**src/inc/lad_pkg.sv**
```systemverilog
package lad_pkg;

   // Address and locality geometry
   localparam int ADDR_W            = 16;
   localparam int LOC_HI            = 15;
   localparam int LOC_LO            = 12;
   localparam int NUM_LOC           = 5;
   localparam int IND_W             = 8;

   // Locality nibble values
   localparam logic [3:0] LOC_ID_0  = 4'h0;
   localparam logic [3:0] LOC_ID_4  = 4'h4;

   // One-hot locality indicator values
   localparam logic [7:0] IND_NONE  = 8'h00;
   localparam logic [7:0] IND_LOC0  = 8'h01;
   localparam logic [7:0] IND_LOC4  = 8'h10;

   // Register offsets within a locality window (low 12 bits)
   localparam logic [11:0] OFS_STS_LO   = 12'h018;
   localparam logic [11:0] OFS_STS_HI   = 12'h01b;
   localparam logic [11:0] OFS_DATA_LO  = 12'h024;
   localparam logic [11:0] OFS_DATA_HI  = 12'h027;
   localparam logic [11:0] OFS_HASH_LO  = 12'h020;
   localparam logic [11:0] OFS_HASH_END = 12'h020;
   localparam logic [11:0] OFS_HASH_DAT = 12'h024;
   localparam logic [11:0] OFS_HASH_STA = 12'h028;
   localparam logic [11:0] OFS_HASH_HI  = 12'h028;
   localparam logic [11:0] OFS_BUF_CTRL = 12'h008;

   // Register selection produced by decode
   typedef enum logic [2:0]
   {
      LAD_SEL_NONE     = 3'b000,
      LAD_SEL_STATUS   = 3'b001,
      LAD_SEL_DATA     = 3'b010,
      LAD_SEL_HASH_STA = 3'b011,
      LAD_SEL_HASH_DAT = 3'b100,
      LAD_SEL_HASH_END = 3'b101,
      LAD_SEL_BUF_CTRL = 3'b110,
      LAD_SEL_OTHER    = 3'b111
   } lad_sel_t;

   // Ownership state
   typedef enum logic [1:0]
   {
      LAD_ST_FREE = 2'b00,
      LAD_ST_OWN  = 2'b01,
      LAD_ST_HASH = 2'b10
   } lad_state_t;

   // One host bus cycle
   typedef struct packed
   {
      logic              valid;
      logic              write;
      logic [ADDR_W-1:0] addr;
      logic [7:0]        wdata;
   } lad_cycle_t;

   // Decode result for the current cycle
   typedef struct packed
   {
      logic              hit;
      logic [2:0]        loc;
      lad_sel_t          sel;
      logic [11:0]       ofs;
   } lad_dec_t;

   // All block state
   typedef struct packed
   {
      lad_state_t        state;
      logic [IND_W-1:0]  active;
      logic [NUM_LOC-1:0] pend;
      logic [IND_W-1:0]  status;
      logic [IND_W-1:0]  data;
      logic              data_stb;
      logic              hash_start;
      logic              hash_data;
      logic              hash_end;
      logic              permit;
      logic              cyc_hit;
      lad_sel_t          cyc_sel;
      logic [2:0]        cyc_loc;
   } lad_st_t;

endpackage : lad_pkg

```
**src/hdl/lad_core.sv**
```systemverilog
`timescale 1ns/1ns

// Contract
// - Report locality as one-hot indicator value
// - Highest requesting locality number wins grant
// - Free state accepts locality-4 hash/control writes
// - Locality-bound resources need permitted locality
// - Per-locality status copies share one register
// - Whole data port range aliases one register
// - Hash addresses decode only in locality 4
// - Per-locality copies sit in separate ranges
// - Respond across whole register range
// - Locality 4 highest, carries hash commands
// - Buffer registers in one contiguous space
// - Locality from address bits 15:12
// - Hash start claims locality 4 when free
// - Hash end clears active locality
module lad_core
   import lad_pkg::*;
(
   // Clock and reset
   input  wire logic               sys_clk,
   input  wire logic               sys_rst,
   // Host bus cycle from the chipset controller
   input  wire lad_pkg::lad_cycle_t cyc,
   // Locality requests from software (held pending until the device is free), one bit per locality
   input  wire logic [4:0]         loc_req,
   // Owner granted from a request gives the device up
   input  wire logic               loc_release,
   // Locality a resource is bound to, as a one-hot indicator
   input  wire logic [7:0]         res_loc_mask,
   // Read data and decode results
   output logic [7:0]              rdata,
   output logic                    cyc_hit,
   output lad_pkg::lad_sel_t       cyc_sel,
   output logic [2:0]              cyc_loc,
   // Ownership and hash events
   output logic [7:0]              active_loc,
   output logic                    loc_free,
   output logic                    hash_start,
   output logic                    hash_data,
   output logic                    hash_end,
   output logic                    data_stb,
   output logic [7:0]              data_byte,
   output logic                    access_permit
);
   import lad_pkg::*;

   lad_st_t  st_r;          // Registered state
   lad_st_t  st_nxt;        // Next state
   lad_dec_t dec;           // Decode of the present cycle
   logic [NUM_LOC-1:0] req_all;  // Pending plus new requests
   logic [7:0] grant_ind;   // Indicator of the winning request
   logic       in_range;    // Offset check helper

   // One-hot indicator for a locality number
   function automatic logic [7:0] loc_ind(input logic [2:0] n);
      loc_ind = IND_LOC0 << n;
   endfunction : loc_ind

   // Offset lies within a closed range
   function automatic logic ofs_in(input logic [11:0] o,
                                   input logic [11:0] lo,
                                   input logic [11:0] hi);
      ofs_in = (o >= lo) && (o <= hi);
   endfunction : ofs_in

   // Address decode: locality nibble, then offset within the window
   always_comb
   begin
      dec.loc = 3'(cyc.addr[LOC_HI:LOC_LO]);
      dec.ofs = cyc.addr[LOC_LO-1:0];
      dec.hit = cyc.valid && (cyc.addr[LOC_HI:LOC_LO] <= LOC_ID_4);
      dec.sel = LAD_SEL_OTHER;
      in_range = 1'b0;
      // Each locality owns its own 4 KB window, adjoining the next locality's window
      if (ofs_in(dec.ofs, OFS_STS_LO, OFS_STS_HI))
      begin
         dec.sel = LAD_SEL_STATUS;
      end
      else if (ofs_in(dec.ofs, OFS_DATA_LO, OFS_DATA_HI) &&
               (cyc.addr[LOC_HI:LOC_LO] != LOC_ID_4))
      begin
         dec.sel = LAD_SEL_DATA;
      end
      else if (dec.ofs == OFS_BUF_CTRL && cyc.addr[LOC_HI:LOC_LO] == LOC_ID_4)
      begin
         dec.sel = LAD_SEL_BUF_CTRL;
      end
      // Hash commands exist only in the locality-4 window
      else if (cyc.addr[LOC_HI:LOC_LO] == LOC_ID_4)
      begin
         in_range = ofs_in(dec.ofs, OFS_HASH_LO, OFS_HASH_HI);
         if (in_range && dec.ofs == OFS_HASH_STA)
         begin
            dec.sel = LAD_SEL_HASH_STA;
         end
         else if (in_range && dec.ofs[11:2] == OFS_HASH_DAT[11:2])
         begin
            dec.sel = LAD_SEL_HASH_DAT;
         end
         else if (in_range && dec.ofs == OFS_HASH_END)
         begin
            dec.sel = LAD_SEL_HASH_END;
         end
      end
      if (!dec.hit)
      begin
         dec.sel = LAD_SEL_NONE;
      end
   end

   // Priority grant: highest locality number among requests wins
   always_comb
   begin
      req_all   = st_r.pend | loc_req;
      grant_ind = IND_NONE;
      for (int i = 0; i < NUM_LOC; i++)
      begin
         if (req_all[i])
         begin
            grant_ind = loc_ind(3'(i));
         end
      end
   end

   // Next-state logic for ownership, hash sequence and shared registers
   always_comb
   begin
      st_nxt            = st_r;
      st_nxt.data_stb   = 1'b0;
      st_nxt.hash_start = 1'b0;
      st_nxt.hash_data  = 1'b0;
      st_nxt.hash_end   = 1'b0;
      st_nxt.cyc_hit    = dec.hit;
      st_nxt.cyc_sel    = dec.sel;
      st_nxt.cyc_loc    = dec.loc;
      st_nxt.pend       = st_r.pend | loc_req;
      // Resource gating: only the owning locality may touch bound resources
      st_nxt.permit     = |(st_r.active & res_loc_mask);

      unique case (st_r.state)
         LAD_ST_FREE:
         begin
            // Free means no indicator bit set
            if (dec.hit && cyc.write &&
                (dec.sel == LAD_SEL_HASH_STA || dec.sel == LAD_SEL_BUF_CTRL))
            begin
               // Locality-4 hash start and buffer control writes always outrank software requests
               st_nxt.state      = LAD_ST_HASH;
               st_nxt.active     = IND_LOC4;
               st_nxt.hash_start = (dec.sel == LAD_SEL_HASH_STA);
            end
            else if (req_all != '0)
            begin
               st_nxt.state  = LAD_ST_OWN;
               st_nxt.active = grant_ind;
               st_nxt.pend   = req_all & ~5'(grant_ind);
            end
         end
         LAD_ST_OWN:
         begin
            // Hash start while another locality owns the device is dropped
            if (loc_release)
            begin
               st_nxt.state  = LAD_ST_FREE;
               st_nxt.active = IND_NONE;
            end
         end
         LAD_ST_HASH:
         begin
            // Only locality-4 writes drive the sequence; trust host gating
            if (dec.hit && cyc.write && dec.sel == LAD_SEL_HASH_DAT)
            begin
               st_nxt.hash_data = 1'b1;
               st_nxt.data      = cyc.wdata;
            end
            else if (dec.hit && cyc.write && dec.sel == LAD_SEL_HASH_STA)
            begin
               st_nxt.hash_start = 1'b1;
            end
            else if (dec.hit && cyc.write && dec.sel == LAD_SEL_HASH_END)
            begin
               st_nxt.hash_end = 1'b1;
               st_nxt.state    = LAD_ST_FREE;
               st_nxt.active   = IND_NONE;
            end
         end
         default:
         begin
            st_nxt.state  = LAD_ST_FREE;
            st_nxt.active = IND_NONE;
         end
      endcase

      // Shared status and data registers, owner locality only
      if (dec.hit && cyc.write && (st_r.active == loc_ind(dec.loc)))
      begin
         if (dec.sel == LAD_SEL_STATUS)
         begin
            st_nxt.status = cyc.wdata;
         end
         else if (dec.sel == LAD_SEL_DATA)
         begin
            st_nxt.data     = cyc.wdata;
            st_nxt.data_stb = 1'b1;
         end
      end
   end

   // State register
   always_ff @(posedge sys_clk or posedge sys_rst)
   begin
      if (sys_rst)
      begin
         st_r <= '0;
      end
      else
      begin
         st_r <= st_nxt;
      end
   end

   // Read mux: status mirrors are one register, data port reads the data register, others read as zero
   always_comb
   begin
      rdata = IND_NONE;
      if (st_r.cyc_sel == LAD_SEL_STATUS)
      begin
         rdata = st_r.status;
      end
      else if (st_r.cyc_sel == LAD_SEL_DATA)
      begin
         rdata = st_r.data;
      end
   end

   // Outputs
   assign cyc_hit       = st_r.cyc_hit;
   assign cyc_sel       = st_r.cyc_sel;
   assign cyc_loc       = st_r.cyc_loc;
   assign active_loc    = st_r.active;
   assign loc_free      = (st_r.active == IND_NONE);
   assign hash_start    = st_r.hash_start;
   assign hash_data     = st_r.hash_data;
   assign hash_end      = st_r.hash_end;
   assign data_stb      = st_r.data_stb;
   assign data_byte     = st_r.data;
   assign access_permit = st_r.permit;

endmodule : lad_core

```
**config.mk**
```make
export PLATFORM = sky130hd
export DESIGN_NAME = lad_core
export DESIGN_NICKNAME = d
export VERILOG_FILES = /design/src/inc/lad_pkg.sv /design/src/hdl/lad_core.sv
export SDC_FILE = /design/constraint.sdc
export NUM_CORES = 1
export LEC_CHECK = 0
export BUFFER_PORTS_ARGS = -buffer_cell sky130_fd_sc_hd__buf_4
export CAP_MARGIN = 20
export CORE_MARGIN = 2
export CORE_UTILIZATION = 35
export DETAILED_ROUTE_END_ITERATION = 7
export PLACE_DENSITY_LB_ADDON = 0.3
export SYNTH_ARGS = -nofsm -noshare
export SYNTH_HDL_FRONTEND = slang
export SYNTH_SLANG_ARGS = --single-unit
```
**constraint.sdc**
```tcl
create_clock -name sys_clk -period 2.1 [get_ports sys_clk]
set_clock_uncertainty 0.05 [all_clocks]
set_input_delay 0.105 -clock sys_clk [delete_from_list [all_inputs] [get_ports sys_clk]]
set_output_delay 0.105 -clock sys_clk [all_outputs]
set_load 0.05 [all_outputs]
```
==> results.cfg <==
[route]
wl_per_cell_um = 14.35
detail-route-antenna-nets = 0
vias_per_cell = 5.040
vias = 1895
drc_errors = 0
drtIter0Drc = 74
dr.pass1.iters = 4
wl_um = 5397

[pwr]
sw_frac_of_total = 0.3487
power_frac_comb = 0.338
power.switching_uw = 866.0
power.share.clock = 0.270
ir_worst_vdd_v = 0.0004004
p_leak_uw = 0.001446
p_int_uw = 1618
seq_power_share = 0.392
powerDensity_nw_per_um2 = 803.0

[synth]
synth_cell_type_count = 54
synth_top_family_by_area = simple AND/OR/NAND/NOR gates
synthAdderAreaFrac = 0
syn_area_um2 = 2225
synth_ff_type = dfrtp_1
synth.avg_cell_area_um2 = 10.44
synth_area_leaders = dfrtp_1 45%, buf_4 7.4%, mux2_2 7.1%
synth_xor_area_frac = 0.007874
synthCells = 213
async_reset_ff_frac = 1.000
yosysWarnings = 0
synth_edf_count = 0
ys_seq_elements = 40
ys_top_cells_by_count = 40 x dfrtp_1, 25 x nor2_1, 22 x buf_4
synth_seq_area_share = 0.4499
yosysMostFrequentCell = dfrtp_1
synth_compound_area_frac = 0.1569
synth_top_area_frac = 0.4499
synth_mux_area_frac = 0.09449
yosysTopAreaCell = dfrtp_1
synthSimpleGateAreaFrac = 0.2025

[floorplan]
die_h_um = 83.73
start_util = 0.3565
ios = 79
die_area_um2 = 7010
rows = 29
coreArea_um2 = 6241
die_width_um = 83.73

[clock_network]
cts_root_buf = clkbuf_8
insertion_delay_ps = 300
postCtsSetupBuffers = 0
htree_levels = 2
cts_buffer_depth = 2
cts_inserted_buffers = 5
cts_tree = yes
clkTransAtPathRegs_ps = 80
cts.sinks = 40

[timing]
hold_slack_ps = 12.41
setup-tns-final_ps = 0
tightest_slew_ps = 535.0
slew_headroom = 0.6406
min_period_ps = 2010
min_period_over_period = 0.9574
report.final.slew_viol_count = 0
setup_viol = 0
worst_slack_ps = 89.51
max_freq_mhz = 497.4
hold_viol = 0
rsz0062_at_grt = no

[worst_setup_path]
crit_path_max_fanout = 8
critPathLaunchType = register
arrival_ps = 2150
path_class = register to register
cp_top_family = simple AND/OR/NAND/NOR gates
cp_cell_sequence = nor4_1 > nor3_1 > nor4b_2 > o21ai_4 > mux2_2
critPathBufInv = 0
worstSetupPathDepth = 5
cp.required_ps = 2240
crit_path_end_kind = register
r2r_cells = 5
slowest_delay_ps = 480
critPathSlowestCell = nor3_1

[placement]
io_buffers = 72
place_congestion = 0.8635
pre_cts_ws_ps = 20.98
hpwl_um = 3792

[global_routing]
grt_pass1_wl_um = 8604
grt_pass1_vias = 1795
antenna_found_initial = 0
grt_overflow = 0
grt_max_degree = 41
grt_usage = 0.1538

[final_layout]
diodes = 0
syn2layout_area_growth_pct = 39.03
nNetsFinal = 340
fillerInstances = 600
drive_gt1_frac = 0.4114

[min_path]
holdPathStages = 3
hp-class = primary input to register

[outcome]
status = finished, final reports clean

[flow_run]
cap_violations = 0
-- cells in the final DEF, fill, tap and decap left out, types with 2 or more instances in the layout --
master,count
or4_1,3
clkbuf_8,6
nor2b_1,6
and3b_1,2
nor2_1,25
a21oi_1,10
dlygate4sd3_1,15
o21ai_0,6
mux2_1,2
mux2i_1,3
buf_4,86
inv_1,3
or2_2,2
o211ai_1,3
conb_1,3
o21ai_1,2
nand2b_1,5
mux2_2,14
nand2_1,9
nor4_2,2
a31oi_1,2
nor3_1,4
nor4b_1,2
and2_1,2
a22oi_1,9
nor4_1,3
dfrtp_1,40
-- worst reg2reg max path, stage by stage, from the launching register on --
cell and delay [ps]:
dfrtp_1 430, nor4_1 90, nor3_1 480, nor4b_2 150, o21ai_4 320, mux2_2 380
-- power by group through the flow --
stage / clock [uW] / sequential, uW / combinational (uW)
floorplan: 0 / 1010 / 520
global placement: 0 / 981 / 791
detailed placement: 0 / 985 / 800
CTS: 686 / 969 / 835
global route: 722 / 992 / 896
finish: 670 / 974 / 839
-- sequential cells by signal (all words and copies together) (netlist names) --
signal / count
data_stb: 1
hash_data: 1
data_byte: 8
cyc_loc: 3
hash_end: 1
access_permit: 1
cyc_hit: 1
active_loc: 5
cyc_sel: 3
st_r: 15
hash_start: 1
-- through the flow --
stage	utilization	area, um2	power (uW)	cells
after floorplan	-	2232	1533	215
after CTS	0.4922	3072	2490	376
after global placement	0.4487	2800	1772	353
after global routing	0.4956	3093	2609	376
final	0.4956	3093	2484	376
after detailed placement	0.4487	2800	1785	353
-- metal layers --
metal,vias up,share of wire,global-route usage,routed length (um)
li1,926,-,-,-
met1,909,0.42,0.1880,2248
met2,46,0.50,0.2480,2720
met3,14,0.047,0.03759,255
met4,0,0.032,0.08651,172
met5,-,0,0,0
-- what timing repair did --
item	in CTS	in global routing
hold endpoints to repair	59	0
hold buffers	15	0
gates resized for setup	0	4
endpoints found under the setup margin	0	17
-- final timing paths --
check	startpoint	endpoint	slack (ps)
max	active_loc[2]$_DFFE_PP0P_	data_byte[2]$_DFF_PP0_	90
min	res_loc_mask[1]	access_permit$_DFF_PP0_	10
max reg2reg	active_loc[2]$_DFFE_PP0P_	data_byte[2]$_DFF_PP0_	90
min reg2reg	st_r[26]$_DFFE_PP0P_	st_r[26]$_DFFE_PP0P_	450
max in group asynchronous	sys_rst	st_r[28]$_DFF_PP0_	1230
min in group asynchronous	sys_rst	data_byte[0]$_DFF_PP0_	430
-- final cells by class --
class,count,area [um2],area share
clock inverters,2,38.79,0.01254
well taps,77,96.34,0.03115
clock buffers,6,82.58,0.02670
inverters,3,11.26,0.003641
flip-flops and latches,40,1001,0.3236
repair buffers,102,807.0,0.2609
multi-input cells,146,1056,0.3414
-- cells by family after synthesis --
kind of cell,after synthesis
simple gates,76
compound gates,46
flops,40
buf+inv,29
mux,19
xor+xnor,2
other cells,1
Note: power is estimated with default switching activity, not from simulation.
